**src/rtl/tbc_pkg.sv**
```systemverilog
package tbc_pkg;

  // Clock and time base
  localparam int CLK_HZ = 40_000_000;
  localparam int TICK_HZ = 256;
  localparam int TICK_DIV = CLK_HZ / TICK_HZ;
  localparam int DIV_W = 18;

  // Bus shape
  localparam int ADDR_W = 16;
  localparam int DATA_W = 32;
  localparam int IDX_W = 12;
  localparam int NIB_W = 4;

  // Register indices; byte address is four times the index
  localparam logic [11:0] IDX_CT_FLAGS = 12'hF00;
  localparam logic [11:0] IDX_SW_FLAGS = 12'hF01;
  localparam logic [11:0] IDX_CT_MASKS = 12'hF10;
  localparam logic [11:0] IDX_SW_MASKS = 12'hF11;
  localparam logic [11:0] IDX_CT_LOW = 12'hF20;
  localparam logic [11:0] IDX_CT_HIGH = 12'hF21;
  localparam logic [11:0] IDX_SW_HUND = 12'hF22;
  localparam logic [11:0] IDX_SW_TENTHS = 12'hF23;
  localparam logic [11:0] IDX_RST_STROBES = 12'hF76;
  localparam logic [11:0] IDX_SW_CTL = 12'hF77;

  // Field positions
  localparam int CT_CLR_BIT = 1;
  localparam int SW_RUN_BIT = 0;
  localparam int SW_CLR_BIT = 1;
  localparam int TAP_32HZ = 2;
  localparam int TAP_8HZ = 4;
  localparam int TAP_2HZ = 6;
  localparam int TAP_1HZ = 7;

  // Values
  localparam logic [1:0] RESP_OKAY = 2'h0;
  localparam logic [1:0] RESP_SLVERR = 2'h2;
  localparam logic [7:0] CNT_RESET = 8'h00;
  localparam logic [3:0] NIB_ZERO = 4'h0;
  localparam logic [1:0] PAIR_ZERO = 2'h0;
  localparam logic [3:0] BCD_MAX = 4'h9;
  localparam logic [1:0] STEP_SHORT = 2'h2;
  localparam logic [1:0] STEP_LONG = 2'h3;

endpackage

```
**src/rtl/tbc_stopwatch.sv**
```systemverilog
`timescale 1ns/100ps
module tbc_stopwatch (
  input wire logic aclk,
  input wire logic aresetn,
  input wire logic tick,
  input wire logic run,
  input wire logic clear,
  output logic [3:0] hundredths_digit,
  output logic [3:0] tenths_digit,
  output logic hund_ovf,
  output logic tenths_ovf
);

  // Four short and six long tenths periods add up to 256 ticks
  function automatic logic [1:0] step_len(input logic [3:0] h,
                                          input logic [3:0] t);
    logic long_period;
    long_period = !(t == 4'h0 || t == 4'h3 || t == 4'h5 || t == 4'h8);
    if (h[0] || (long_period && h == tbc_pkg::NIB_ZERO)) begin
      step_len = tbc_pkg::STEP_LONG;
    end else begin
      step_len = tbc_pkg::STEP_SHORT;
    end
  endfunction

  logic [1:0] phase_q, phase_d;
  logic [3:0] hund_q, hund_d, tenth_q, tenth_d;
  logic [1:0] len_w;
  logic step_w;

  assign len_w = step_len(hund_q, tenth_q);
  // Frozen phase keeps the sub-step position across a stop
  assign step_w = tick & run & ~clear & ((phase_q + 2'h1) == len_w);
  assign hund_ovf = step_w & (hund_q == tbc_pkg::BCD_MAX);
  assign tenths_ovf = hund_ovf & (tenth_q == tbc_pkg::BCD_MAX);

  always_comb begin
    phase_d = phase_q;
    hund_d = hund_q;
    tenth_d = tenth_q;
    if (clear) begin
      phase_d = 2'h0;
      hund_d = tbc_pkg::NIB_ZERO;
      tenth_d = tbc_pkg::NIB_ZERO;
    end else if (tick && run) begin
      phase_d = step_w ? 2'h0 : phase_q + 2'h1;
      if (step_w) begin
        hund_d = hund_ovf ? tbc_pkg::NIB_ZERO : hund_q + 4'h1;
      end
      if (hund_ovf) begin
        tenth_d = tenths_ovf ? tbc_pkg::NIB_ZERO : tenth_q + 4'h1;
      end
    end
  end

  always_ff @(posedge aclk) begin
    if (!aresetn) begin
      phase_q <= 2'h0;
      hund_q <= tbc_pkg::NIB_ZERO;
      tenth_q <= tbc_pkg::NIB_ZERO;
    end else begin
      phase_q <= phase_d;
      hund_q <= hund_d;
      tenth_q <= tenth_d;
    end
  end

  assign hundredths_digit = hund_q;
  assign tenths_digit = tenth_q;
endmodule

```
**src/rtl/tbc_top.sv**
```systemverilog
// Our own choice: the AXI4-Lite register port.
`timescale 1ns/100ps
// Function
// Eight-bit binary clock divider advances on every 256 Hz tick.
// Low nibble bit 0 is 128 Hz; high nibble bit 3 is 1 Hz.
// Falling edges of 32, 8, 2 and 1 Hz stages set own flags.
// Clock flags set regardless of mask; mask gates only the request.
// Clock masks read and write, one enables, reset clears them.
// Reading clock flags clears those set; writes ignored; reset zero.
// Writing one to divider clear bit D1 zeroes counter; reads zero.
// Divider clear may set a flag by a falling stage; tolerated.
// Both divider nibbles read-only, writes ignored, zero after reset.
// Flag and mask bits D3..D0 serve 1, 2, 8 and 32 Hz.
// Stopwatch is hundredths digit cascading carry into tenths digit.
// Hundredths steps every 2 or 3 ticks, 25 or 26 per digit.
// Tenths sees 25 and 26 tick periods in four to six ratio.
// Hundredths wrap sets 10 Hz flag; tenths wrap sets 1 Hz flag.
// Each stopwatch flag has own mask; flags set whatever mask.
// Stopwatch flag and mask: D0 10 Hz, D1 1 Hz, upper zero.
// Both digits read as separate read-only BCD nibbles, zero at reset.
// Software rereads divider nibbles until values match across a carry.
// Interrupt request is OR of every flag and its mask.
// Run bit one counts, zero freezes digits; reset clears it.
// Stopwatch clear zeroes digits; running resumes at once; reads zero.
module tbc_top #(
  parameter int TICK_DIV = tbc_pkg::TICK_DIV
) (
  input wire logic aclk,
  input wire logic aresetn,
  input wire logic [15:0] awaddr,
  input wire logic [2:0] awprot,
  input wire logic awvalid,
  output logic awready,
  input wire logic [31:0] wdata,
  input wire logic [3:0] wstrb,
  input wire logic wvalid,
  output logic wready,
  output logic [1:0] bresp,
  output logic bvalid,
  input wire logic bready,
  input wire logic [15:0] araddr,
  input wire logic [2:0] arprot,
  input wire logic arvalid,
  output logic arready,
  output logic [31:0] rdata,
  output logic [1:0] rresp,
  output logic rvalid,
  input wire logic rready,
  output logic irq
);

  localparam int DW = tbc_pkg::DIV_W;
  localparam logic [DW-1:0] DIV_LAST = DW'(TICK_DIV - 1);

  // Word-aligned match of a byte address against a register index
  function automatic logic hit(input logic [15:0] a,
                               input logic [11:0] idx);
    hit = (a[15:2] == {2'h0, idx}) && (a[1:0] == 2'h0);
  endfunction

  // Tick divider
  logic [DW-1:0] div_q;
  logic tick_q;

  always_ff @(posedge aclk) begin
    if (!aresetn) begin
      div_q <= '0;
      tick_q <= 1'b0;
    end else begin
      div_q <= (div_q == DIV_LAST) ? '0 : div_q + DW'(1);
      tick_q <= (div_q == DIV_LAST);
    end
  end

  // Bus state
  logic awready_q, wready_q, bvalid_q, arready_q, rvalid_q;
  logic awready_d, wready_d, bvalid_d, arready_d, rvalid_d;
  logic aw_hold_q, w_hold_q, aw_hold_d, w_hold_d;
  logic [15:0] awaddr_q;
  logic [31:0] wdata_q;
  logic wstrb0_q;
  logic [1:0] bresp_q, rresp_q;
  logic [31:0] rdata_q;

  wire aw_hs = awvalid & awready_q;
  wire w_hs = wvalid & wready_q;
  wire ar_hs = arvalid & arready_q;
  wire do_wr = aw_hold_q & w_hold_q & ~bvalid_q;
  wire wr_lo = do_wr & wstrb0_q;

  // Write decode on the held address
  wire w_ctf = hit(awaddr_q, tbc_pkg::IDX_CT_FLAGS);
  wire w_swf = hit(awaddr_q, tbc_pkg::IDX_SW_FLAGS);
  wire w_ctm = hit(awaddr_q, tbc_pkg::IDX_CT_MASKS);
  wire w_swm = hit(awaddr_q, tbc_pkg::IDX_SW_MASKS);
  wire w_ctl = hit(awaddr_q, tbc_pkg::IDX_CT_LOW);
  wire w_cth = hit(awaddr_q, tbc_pkg::IDX_CT_HIGH);
  wire w_swh = hit(awaddr_q, tbc_pkg::IDX_SW_HUND);
  wire w_swt = hit(awaddr_q, tbc_pkg::IDX_SW_TENTHS);
  wire w_rst = hit(awaddr_q, tbc_pkg::IDX_RST_STROBES);
  wire w_swc = hit(awaddr_q, tbc_pkg::IDX_SW_CTL);
  // Flag and data registers decode but store nothing on write
  wire w_map = w_ctf | w_swf | w_ctm | w_swm | w_ctl | w_cth | w_swh |
               w_swt | w_rst | w_swc;

  wire ct_clear = wr_lo & w_rst & wdata_q[tbc_pkg::CT_CLR_BIT];
  wire sw_clear = wr_lo & w_swc & wdata_q[tbc_pkg::SW_CLR_BIT];

  // Read decode on the live address
  wire r_ctf = hit(araddr, tbc_pkg::IDX_CT_FLAGS);
  wire r_swf = hit(araddr, tbc_pkg::IDX_SW_FLAGS);
  wire r_ctm = hit(araddr, tbc_pkg::IDX_CT_MASKS);
  wire r_swm = hit(araddr, tbc_pkg::IDX_SW_MASKS);
  wire r_ctl = hit(araddr, tbc_pkg::IDX_CT_LOW);
  wire r_cth = hit(araddr, tbc_pkg::IDX_CT_HIGH);
  wire r_swh = hit(araddr, tbc_pkg::IDX_SW_HUND);
  wire r_swt = hit(araddr, tbc_pkg::IDX_SW_TENTHS);
  wire r_rst = hit(araddr, tbc_pkg::IDX_RST_STROBES);
  wire r_swc = hit(araddr, tbc_pkg::IDX_SW_CTL);
  wire r_map = r_ctf | r_swf | r_ctm | r_swm | r_ctl | r_cth | r_swh |
               r_swt | r_rst | r_swc;

  // Clock divider and flags
  logic [7:0] cnt_q, cnt_d, fall_w;
  logic [3:0] ct_flags_q, ct_flags_d, ct_mask_q, ct_set, ct_rdclr;
  logic [1:0] sw_flags_q, sw_flags_d, sw_mask_q, sw_set, sw_rdclr;
  logic sw_run_q, irq_q;
  logic [3:0] hund_w, tenth_w;
  logic hund_ovf, tenths_ovf;

  // Clear has priority over a coincident tick
  assign cnt_d = ct_clear ? tbc_pkg::CNT_RESET :
                 tick_q ? cnt_q + 8'h01 : cnt_q;
  // A clear drops high stages too, so it can raise a flag
  assign fall_w = cnt_q & ~cnt_d;
  assign ct_set = {fall_w[tbc_pkg::TAP_1HZ], fall_w[tbc_pkg::TAP_2HZ],
                   fall_w[tbc_pkg::TAP_8HZ],
                   fall_w[tbc_pkg::TAP_32HZ]};
  assign sw_set = {tenths_ovf, hund_ovf};
  // Only the bits that were seen by the read are cleared
  assign ct_rdclr = (ar_hs && r_ctf) ? ct_flags_q : tbc_pkg::NIB_ZERO;
  assign sw_rdclr = (ar_hs && r_swf) ? sw_flags_q : tbc_pkg::PAIR_ZERO;
  // Set wins over a clear in the same cycle; masks play no part
  assign ct_flags_d = (ct_flags_q & ~ct_rdclr) | ct_set;
  assign sw_flags_d = (sw_flags_q & ~sw_rdclr) | sw_set;

  wire irq_any = |(ct_flags_q & ct_mask_q) | |(sw_flags_q & sw_mask_q);

  always_ff @(posedge aclk) begin
    if (!aresetn) begin
      cnt_q <= tbc_pkg::CNT_RESET;
      ct_flags_q <= tbc_pkg::NIB_ZERO;
      sw_flags_q <= tbc_pkg::PAIR_ZERO;
      ct_mask_q <= tbc_pkg::NIB_ZERO;
      sw_mask_q <= tbc_pkg::PAIR_ZERO;
      sw_run_q <= 1'b0;
      irq_q <= 1'b0;
    end else begin
      cnt_q <= cnt_d;
      ct_flags_q <= ct_flags_d;
      sw_flags_q <= sw_flags_d;
      if (wr_lo && w_ctm) begin
        ct_mask_q <= wdata_q[3:0];
      end
      if (wr_lo && w_swm) begin
        sw_mask_q <= wdata_q[1:0];
      end
      if (wr_lo && w_swc) begin
        sw_run_q <= wdata_q[tbc_pkg::SW_RUN_BIT];
      end
      irq_q <= irq_any;
    end
  end

  tbc_stopwatch u_sw (
    .aclk(aclk),
    .aresetn(aresetn),
    .tick(tick_q),
    .run(sw_run_q),
    .clear(sw_clear),
    .hundredths_digit(hund_w),
    .tenths_digit(tenth_w),
    .hund_ovf(hund_ovf),
    .tenths_ovf(tenths_ovf)
  );

  // Read data; strobe bits always read zero
  wire [3:0] r_nib = ({4{r_ctf}} & ct_flags_q) |
                     ({4{r_swf}} & {2'h0, sw_flags_q}) |
                     ({4{r_ctm}} & ct_mask_q) |
                     ({4{r_swm}} & {2'h0, sw_mask_q}) |
                     ({4{r_ctl}} & cnt_q[3:0]) |
                     ({4{r_cth}} & cnt_q[7:4]) |
                     ({4{r_swh}} & hund_w) |
                     ({4{r_swt}} & tenth_w) |
                     ({4{r_swc}} & {3'h0, sw_run_q});

  // Write channel: address and data taken in either order
  assign aw_hold_d = aw_hs | (aw_hold_q & ~do_wr);
  assign w_hold_d = w_hs | (w_hold_q & ~do_wr);
  assign bvalid_d = do_wr | (bvalid_q & ~bready);
  assign awready_d = ~aw_hold_d & ~bvalid_d;
  assign wready_d = ~w_hold_d & ~bvalid_d;
  assign rvalid_d = ar_hs | (rvalid_q & ~rready);
  assign arready_d = ~rvalid_d;

  always_ff @(posedge aclk) begin
    if (!aresetn) begin
      aw_hold_q <= 1'b0;
      w_hold_q <= 1'b0;
      awready_q <= 1'b0;
      wready_q <= 1'b0;
      bvalid_q <= 1'b0;
      arready_q <= 1'b0;
      rvalid_q <= 1'b0;
    end else begin
      aw_hold_q <= aw_hold_d;
      w_hold_q <= w_hold_d;
      awready_q <= awready_d;
      wready_q <= wready_d;
      bvalid_q <= bvalid_d;
      arready_q <= arready_d;
      rvalid_q <= rvalid_d;
    end
  end

  always_ff @(posedge aclk) begin
    if (!aresetn) begin
      awaddr_q <= 16'h0000;
      wdata_q <= 32'h00000000;
      wstrb0_q <= 1'b0;
      bresp_q <= tbc_pkg::RESP_OKAY;
      rdata_q <= 32'h00000000;
      rresp_q <= tbc_pkg::RESP_OKAY;
    end else begin
      if (aw_hs) begin
        awaddr_q <= awaddr;
      end
      if (w_hs) begin
        wdata_q <= wdata;
        wstrb0_q <= wstrb[0];
      end
      if (do_wr) begin
        bresp_q <= w_map ? tbc_pkg::RESP_OKAY : tbc_pkg::RESP_SLVERR;
      end
      if (ar_hs) begin
        rdata_q <= {28'h0000000, r_nib};
        rresp_q <= r_map ? tbc_pkg::RESP_OKAY : tbc_pkg::RESP_SLVERR;
      end
    end
  end

  assign awready = awready_q;
  assign wready = wready_q;
  assign bvalid = bvalid_q;
  assign bresp = bresp_q;
  assign arready = arready_q;
  assign rvalid = rvalid_q;
  assign rdata = rdata_q;
  assign rresp = rresp_q;
  assign irq = irq_q;
endmodule

```
**config.mk**
```make
export PLATFORM = sky130hd
export DESIGN_NAME = tbc_top
export DESIGN_NICKNAME = d
export VERILOG_FILES = /design/src/rtl/tbc_pkg.sv /design/src/rtl/tbc_stopwatch.sv /design/src/rtl/tbc_top.sv
export SDC_FILE = /design/constraint.sdc
export NUM_CORES = 1
export LEC_CHECK = 0
export BUFFER_PORTS_ARGS = -buffer_cell sky130_fd_sc_hd__buf_2
export CAP_MARGIN = 0
export CORE_MARGIN = 1.5
export CORE_UTILIZATION = 35
export CTS_BUF_LIST = sky130_fd_sc_hd__clkbuf_4 sky130_fd_sc_hd__clkbuf_8
export DETAILED_ROUTE_END_ITERATION = 16
export HOLD_SLACK_MARGIN = 0.02
export MAX_ROUTING_LAYER = met4
export PLACE_DENSITY_LB_ADDON = 0.15
export REMOVE_ABC_BUFFERS = 1
export SYNTH_ARGS = -nofsm -noshare
export SYNTH_HDL_FRONTEND = slang
export SYNTH_SLANG_ARGS = --single-unit
```
**constraint.sdc**
```tcl
create_clock -name aclk -period 2.5 [get_ports aclk]
set_input_delay 0.25 -clock aclk [delete_from_list [all_inputs] [get_ports aclk]]
set_output_delay 0.25 -clock aclk [all_outputs]
set_load 0.01 [all_outputs]
```
==> impl_metrics.yaml, run 1 <==
sta:
  tns_ps: 0
  setup_ws_ps: 180
  finalCritPeriodShare: 0.928
  hold_viol: 0
  worst_pin_slew_ps: 640
  clock_skew_ps: 13.1
  maxSlewHeadroom: 0.573
  max_freq_mhz: 431
  rsz0062_at_grt: "false"
  setup_viol: 0
  period_needed_ps: 2320
  maxSlewViolCount: 0
drt:
  route.vias.total: 3492
  drt_pass1_iterations: 4
  dr.max_layer_used: "met4"
  wl_met1_um: 4580
  first_iter_violations: 183
  wl_per_cell_um: 13.1
  drc: 0
  wl_met3_um: 408
  drtAntennaViolNets: 0
  viasPerCell: 4.98
  dr_wl_met2_um: 4060
  finalWirelength_um: 9190
logic_synthesis:
  synth_edf_count: 0
  synth_warnings: 0
  synth.distinct_cells: 58
  yosysTopAreaCellShare: 0.411
  avgSynthCellArea_sq_um: 8.38
  synth_ff_type: "dfxtp_1"
  yosys.area.top_type: "dfxtp_1"
  syn_inst: 494
  ys_seq_area_frac: 0.411
  syn_area_sq_mm: 0.00414
  yosys-top-cells-area: "dfxtp_1, nand2_1, buf_4"
  async_flop_share: 0
  synth_seq_cells: 85
final_layout:
  area_growth_pct: 12.9
  num-nets-final: 644
  final_common_cell: "dfxtp_1"
  drive_gt1_frac: 0.170
  n_fill_cell: 1203
  n_antenna_cell: 0
  final_cell_mix: "dfxtp_1, nand2_1, nor2_1, buf_2, a21oi_1"
  finalInstanceArea_sq_mm: 0.00467
floorplanning:
  ios: 123
  row_count: 39
  fp.dieW_um: 112
  core-area_sq_mm: 0.0115
  initial_utilization: 0.361
  die_area_sq_mm: 0.0125
  die_h_um: 112
place:
  io_buffers: 55
  preCtsSetupSlack_ps: 181
  place_area_sq_mm: 0.00450
  gp_congestion: 0.769
  hpwl_um: 6740
grt:
  grt_pass1_wl_um: 15300
  antenna_found_initial: 0
  grt_max_degree: 21
  grt_overflow_total: 0
  grt_usage: 0.155
  first_global_vias: 3263
worst_setup_path:
  r2r-end: "u_sw.tenths_digit[3]"
  ff2ff_path_depth: 8
  cp-start-kind: "register"
  worstSetupPathType: "reg -> reg"
  required_ps: 2740
  path_max_fanout: 6
  rr_startpoint: "u_sw.tenths_digit[1]"
  end_kind: "register"
  r2r_setup_slack_ps: 180
  arrival_ps: 2560
job:
  maxCapViolCount: 0
clock_network:
  cts_tree: "yes"
  cts_buffers: 9
  clock_latency_ps: 370
  clockBufferDepth: 2
  cts-root-buf: "clkbuf_8"
  path_clk_slew_ps: 90
  post_cts.repair.setup_buffers: 0
  clock_sinks: 85
  cts.htree.levels: 3
power_and_ir_drop:
  pwr-share-seq: 0.567
  p_sw_uw: 637
  clkPwrFrac: 0.353
  pwr-share-comb: 0.079
  peakVddDrop_v: 0.000316
  p_total_uw: 2490
  power.density_mw_per_mm2: 533
  total_leakage_power_uw: 0.00180
  p_int_uw: 1850
  switching_share: 0.256
worst_hold_path:
  worstHoldPathCells: 3
  hold_start: "awaddr[4]"
  hp-class: "in -> reg"
  hold_end: "awaddr_q[4]"
status:
  status: "finished clean"
## logic make-up after synthesis
family                     synth area share
muxes                                0.0466
other                              0.000906
DFF                                   0.411
buffers and inverters                0.0832
AOI/OAI and AO/OA                     0.134
adders and majority gates            0.0272
xor gates and xnor gates             0.0487
and+or+nand+nor                       0.249
## power by group through the flow
| stage | logic [uW] | registers [uW] | clock network, uW |
|---|---|---|---|
| 2_1_floorplan | 104 | 1440 | 0 |
| 3_3_place_gp | 196 | 1440 | 0 |
| 3_5_place_dp | 198 | 1450 | 0 |
| 4_1_cts | 199 | 1410 | 922 |
| 5_1_grt | 223 | 1420 | 971 |
| 6_report | 197 | 1410 | 880 |
## cells in the mapped netlist (all sizes together) (3+ instances only)
master,n
and2,6
xor2,12
xnor2,11
or3,7
a31oi,6
or4,4
nand3b,4
nand2b,6
o21ai,16
mux2i,17
a211oi,3
nor4,6
inv,13
a21oi,34
nand2,69
a32oi,3
nor3,9
buf,34
nor2,55
dfxtp,85
clkbuf,13
nand3,20
and3,6
ha,9
a22oi,5
nand4,8
## how the worst max path moves through the flow
stage / startpoint / endpoint / slack [ps] / depth (start not counted)
final: u_sw.tenths_digit[1] / u_sw.tenths_digit[3] / 180 / 8
after global routing: u_sw.tenths_digit[1] / u_sw.tenths_digit[3] / 4 / 8
after CTS: u_sw.tenths_digit[1] / u_sw.tenths_digit[3] / 180 / 7
after detailed placement: u_sw.tenths_digit[1] / u_sw.tenths_digit[3] / 180 / 7
after global placement: u_sw.tenths_digit[1] / u_sw.tenths_digit[3] / 220 / 8
after floorplan: u_sw.tenths_digit[0] / u_sw.tenths_digit[3] / 210 / 7
## sequential cells by signal, indices dropped and copies added, names as in the netlist, 2 cells and up
name                   count
ct_flags_q                 4
u_sw.hundredths_digit      4
div_q                     18
ct_mask_q                  4
sw_mask_q                  2
u_sw.tenths_digit          4
cnt_q                      8
u_sw.phase_q               2
awaddr_q                  16
wdata_q                    4
sw_flags_q                 2
rdata                      4
## through the flow
step | hold WS, ps | cells | utilization
floorplan | 367 | 476 | -
global placement | 443 | 686 | 0.392
detailed placement | 450 | 686 | 0.392
CTS | 100 | 701 | 0.407
global route | 99.1 | 701 | 0.407
finish | 111 | 701 | 0.407
## final cells by class
type / count / area [sq um] / area share
Multi-Input combinational cell: 378 / 2210 / 0.472
Tap cell: 143 / 179 / 0.0383
Timing Repair Buffer: 67 / 365 / 0.0782
Inverter: 13 / 48.8 / 0.0104
Clock inverter: 4 / 25.0 / 0.00536
Sequential cell: 85 / 1700 / 0.364
Clock buffer: 11 / 145 / 0.0311
## critical path: stages, from the launching register on
cell       delay [ps]
dfxtp_1           440
inv_1             100
ha_1              220
mux2i_1           150
o2111a_1          270
o211a_1           190
o2111ai_2         120
o311a_1           370
or3_1             360
## layer usage
| metal | vias to the layer above | global-route usage |
|---|---|---|
| met4 | 0 | 0.0464 |
| met3 | 12 | 0.0490 |
| met1 | 1619 | 0.197 |
| li1 | 1783 | - |
| met5 | - | - |
| met2 | 78 | 0.238 |
## what timing repair did
item,in CTS,in global routing
resized for setup,0,1
endpoints found under the setup margin,0,1
hold buffers,0,0
(Power assumes the default switching activity.)
==> inputs of run 2 (changes only) <==
--- a/config.mk
+++ b/config.mk
@@ -8,7 +8,7 @@
 export BUFFER_PORTS_ARGS = -buffer_cell sky130_fd_sc_hd__buf_2
 export CAP_MARGIN = 0
 export CORE_MARGIN = 1.5
-export CORE_UTILIZATION = 35
+export CORE_UTILIZATION = 45
 export CTS_BUF_LIST = sky130_fd_sc_hd__clkbuf_4 sky130_fd_sc_hd__clkbuf_8
 export DETAILED_ROUTE_END_ITERATION = 16
 export HOLD_SLACK_MARGIN = 0.02
==> impl_metrics.yaml, run 2 (synthesis gave the netlist of run 1 again) <==
clock_network:
  clock_sinks: 85
  post_cts.repair.setup_buffers: 0
  cts_buffers: 9
  path_clk_slew_ps: 80
  clockBufferDepth: 2
  post_cts_resized: 0
  cts.htree.levels: 3
  cts_hold_buf: 0
  cts-root-buf: "clkbuf_8"
  clock_latency_ps: 350
  cts_tree: "yes"
final_layout:
  area_growth_pct: 11.8
  final_common_cell: "dfxtp_1"
  n_fill_cell: 875
  reg_top3: "div_q x18, awaddr_q x16, cnt_q x8"
  finalInstanceArea_sq_mm: 0.00462
  final_cell_mix: "dfxtp_1, nand2_1, nor2_1, buf_2, a21oi_1"
  register_area_sq_mm: 0.00170
  largest_reg_flops: 18
  layout.cells.non_filler: 662
  num-nets-final: 640
  multi_input_area_sq_mm: 0.00220
  drive_gt1_frac: 0.162
  n_antenna_cell: 0
  top_register: "div_q"
worst_hold_path:
  hold_end: "awaddr_q[15]"
  hold_start: "awaddr[15]"
  worstHoldPathCells: 3
  hp-class: "in -> reg"
grt:
  first_global_vias: 3067
  grt_pass1_wl_um: 14200
  grt_max_degree: 33
  antenna_found_initial: 0
  grt_usage: 0.184
  grt_overflow_total: 0
sta:
  worst_pin_slew_ps: 575
  finalCritPeriodShare: 0.950
  tns_ps: 0
  setup_viol: 0
  maxSlewHeadroom: 0.617
  clock_skew_ps: 11.6
  maxSlewViolCount: 0
  max_freq_mhz: 421
  setup_ws_ps: 125
  hold_viol: 0
  rsz0062_at_grt: "false"
  period_needed_ps: 2370
worst_setup_path:
  r2r_setup_slack_ps: 130
  cp-start-kind: "register"
  worstPathCellList: "ha_1 -> mux2i_1 -> o2111a_1 -> nor3_1 -> o2111ai_2 -> o311a_1 -> or3_1"
  rr_startpoint: "u_sw.tenths_digit[0]"
  worstSetupPathType: "reg -> reg"
  ff2ff_path_depth: 7
  path_max_fanout: 7
  r2r-end: "u_sw.tenths_digit[3]"
  critPathMaxStageDelay_ps: 460
  arrival_ps: 2610
  end_kind: "register"
  slowest_stage: "dfxtp_1"
  required_ps: 2730
power_and_ir_drop:
  peakVddDrop_v: 0.000249
  total_leakage_power_uw: 0.00180
  power.density_mw_per_mm2: 564
drt:
  viasPerCell: 5.13
  dr_wl_met2_um: 3680
  wl_met3_um: 342
  wl_per_cell_um: 12.7
  first_iter_violations: 118
  drc: 11
  dr.max_layer_used: "met4"
  finalWirelength_um: 8420
  wl_met1_um: 4250
  route.vias.total: 3399
  drt_pass1_iterations: 11
  drtAntennaViolNets: 0
floorplanning:
  row_count: 34
  core-area_sq_mm: 0.00881
  die_area_sq_mm: 0.00978
  fp.dieW_um: 98.9
  ios: 123
  initial_utilization: 0.470
  die_h_um: 98.9
place:
  hpwl_um: 6210
  gp_congestion: 0.912
  io_buffers: 55
  dp.cells: 647
  place_area_sq_mm: 0.00442
  preCtsSetupSlack_ps: 148
job:
  maxCapViolCount: 0
status:
  violations: "design-rule violations"
  status: "finished with violations"
run 2: how the worst max path moves through the flow:
stage                         startpoint                    to  slack (ps)  cells past startpoint
global route        u_sw.tenths_digit[0]  u_sw.tenths_digit[3]           4                      7
detailed placement  u_sw.tenths_digit[0]  u_sw.tenths_digit[3]         150                      7
finish              u_sw.tenths_digit[0]  u_sw.tenths_digit[3]         130                      7
CTS                 u_sw.tenths_digit[0]  u_sw.tenths_digit[3]         120                      7
global placement    u_sw.tenths_digit[0]  u_sw.tenths_digit[3]         200                      7
floorplan           u_sw.tenths_digit[0]  u_sw.tenths_digit[3]         210                      7
run 2: worst max-delay path, delay by kind of cell, from the launching register on:
| kind | cells | cell delay (ps) |
|---|---|---|
| adder cells (fa/ha/maj) | 1 | 240 |
| AO/OA/AOI/OAI | 3 | 810 |
| AND/OR/NAND/NOR | 2 | 640 |
| multiplexers | 1 | 90 |
| flip-flops | 1 | 460 |
run 2: metal layers:
| layer | vias up | track usage |
|---|---|---|
| met1 | 1526 | 0.247 |
| met2 | 88 | 0.278 |
| met3 | 16 | 0.0362 |
| li1 | 1769 | - |
| met5 | - | - |
| met4 | 0 | 0.0637 |
run 2: report_power, final:
group	switching, uW	total [uW]	internal, uW
sequential	25.7	1410	1390
combinational	120	195	74.9
clock	475	1000	525
run 2: final cells by class:
class / count / share of cell area
clock buffer: 12 / 0.0344
tap: 108 / 0.0292
clock inverter: 3 / 0.00947
inverter: 13 / 0.0106
multi-input combinational: 378 / 0.476
sequential: 85 / 0.368
timing repair buffer: 63 / 0.0725
run 2: through the flow:
step | power, uW | util | hold slack (ps)
6_report | 2610 | 0.525 | 127
3_3_place_gp | 1640 | 0.502 | 440
5_1_grt | 2720 | 0.525 | 109
3_5_place_dp | 1640 | 0.502 | 449
2_1_floorplan | 1550 | - | 367
4_1_cts | 2630 | 0.525 | 118
==> inputs of run 3 (changes only) <==
==> constraint.sdc (replaced) <==
create_clock -name aclk -period 2.05 [get_ports aclk]
set_input_delay 0.205 -clock aclk [delete_from_list [all_inputs] [get_ports aclk]]
set_output_delay 0.205 -clock aclk [all_outputs]
set_load 0.01 [all_outputs]
==> impl_metrics.yaml, run 3 (synthesis gave the netlist of run 1 again) <==
drt:
  drc: 11
  route.vias.total: 3686
  drtAntennaViolNets: 0
  drt_pass1_iterations: 11
  viasPerCell: 5.29
  finalWirelength_um: 9210
  wl_per_cell_um: 13.2
  first_iter_violations: 105
job:
  maxCapViolCount: 0
worst_hold_path:
  hold_end: "awaddr_q[5]"
  worstHoldPathCells: 3
  hp-class: "in -> reg"
  hold_start: "awaddr[5]"
power_and_ir_drop:
  total_leakage_power_uw: 0.00197
  power.density_mw_per_mm2: 640
  peakVddDrop_v: 0.000501
sta:
  hold_viol: 0
  setup_ws_ps: -80.6
  tns_ps: -175
  max_freq_mhz: 469
  setup_viol: 3
  period_needed_ps: 2130
  clock_skew_ps: 13.2
  final.hold.worst_slack_ps: 61.9
  rsz0062_at_grt: "true"
  worst_pin_slew_ps: 587
  maxSlewHeadroom: 0.609
  maxSlewViolCount: 0
  finalCritPeriodShare: 1.04
grt:
  grt-busiest-layer: "met2"
  groute.layer.met2.usage: 0.324
  grt_usage: 0.198
  first_global_vias: 3398
  grt_pass1_wl_um: 15400
  grt_max_degree: 19
  met1_usage: 0.250
  antenna_found_initial: 0
  grtUsageMet3: 0.0383
  grt_overflow_total: 0
clock_network:
  cts-root-buf: "clkbuf_8"
  cts_buffers: 9
  clock_latency_ps: 360
  cts.htree.levels: 3
  cts_hold_buf: 0
  cts_tree: "yes"
  clock_sinks: 85
  clockBufferDepth: 2
  path_clk_slew_ps: 90
floorplanning:
  row_count: 34
  die_h_um: 98.9
  ios: 123
  core-area_sq_mm: 0.00881
  initial_utilization: 0.470
  fp.dieW_um: 98.9
  die_area_sq_mm: 0.00978
final_layout:
  largest_reg_flops: 18
  area_growth_pct: 21.4
  num-nets-final: 674
  final_common_cell: "dfxtp_1"
  layout.cells.non_filler: 697
  drive_gt1_frac: 0.251
  top_register: "div_q"
  n_antenna_cell: 0
  final_cell_mix: "dfxtp_1, nand2_1, buf_2, nor2_1, buf_4"
  finalInstanceArea_sq_mm: 0.00502
  reg_top3: "div_q x18, awaddr_q x16, cnt_q x8"
  n_fill_cell: 832
place:
  preCtsSetupSlack_ps: -170
  io_buffers: 55
  gp_congestion: 0.842
  place_area_sq_mm: 0.00463
  hpwl_um: 6670
  dp.cells: 675
status:
  violations: "design-rule violations, negative setup slack"
  status: "finished with violations"
worst_setup_path:
  end_kind: "register"
  path_max_fanout: 5
  ff2ff_path_depth: 9
  rr_startpoint: "u_sw.tenths_digit[1]"
  arrival_ps: 2430
  r2r_setup_slack_ps: -80
  required_ps: 2350
  r2r-end: "u_sw.phase_q[0]"
  worstSetupPathType: "reg -> reg"
  cp-start-kind: "register"
-- run 3: repair_timing --
action,4_1_cts,5_1_grt
buffers inserted,2,4
pin swaps,11,14
gates resized for setup,14,22
cloned,0,0
setup endpoints to repair,24,20
-- run 3: where the power goes --
group / total, uW / leakage (uW) / internal [uW] / switching [uW]
clock: 1240 / 0.0000951 / 602 / 640
sequential: 1720 / 0.000692 / 1690 / 31.7
combinational: 251 / 0.00119 / 101 / 150
total: 3220 / 0.00197 / 2390 / 822
-- run 3: per-layer routing --
metal | part of all wire | vias to the layer above
met2 | 0.47 | 90
met5 | 0 | -
met4 | 0.010 | 0
li1 | - | 1839
met3 | 0.047 | 12
met1 | 0.47 | 1745
-- run 3: worst max-delay path, stage by stage (launching register included) --
cell,delay [ps]
dfxtp_2,350
inv_2,80
ha_4,140
mux2i_2,60
o2111a_2,300
o211a_1,240
buf_6,120
o2111a_2,310
or3_4,340
a21oi_2,130
-- run 3: final cells by class --
| type | instances | area [sq um] | share of cell area |
|---|---|---|---|
| clock inverters | 6 | 70.1 | 0.0139 |
| well taps | 108 | 135 | 0.0269 |
| inverters | 13 | 48.8 | 0.00971 |
| flip-flops and latches | 85 | 1710 | 0.340 |
| clock buffers | 10 | 138 | 0.0274 |
| repair buffers | 97 | 613 | 0.122 |
| multi-input cells | 378 | 2310 | 0.460 |
-- run 3: how the worst max path moves through the flow --
stage,start,to,cells after the start
final,u_sw.tenths_digit[1],u_sw.phase_q[0],9
after global routing,u_sw.tenths_digit[1],u_sw.phase_q[0],9
after CTS,awaddr_q[5],u_sw.tenths_digit[3],7
after detailed placement,u_sw.tenths_digit[0],u_sw.tenths_digit[3],7
after global placement,awaddr_q[0],u_sw.tenths_digit[3],7
after floorplan,u_sw.tenths_digit[0],u_sw.tenths_digit[3],7
-- run 3: per-stage QoR --
stage                util  total power (uW)
floorplan               -              1890
global placement    0.526              2000
detailed placement  0.526              2010
CTS                 0.557              3250
global route        0.570              3360
finish              0.570              3220
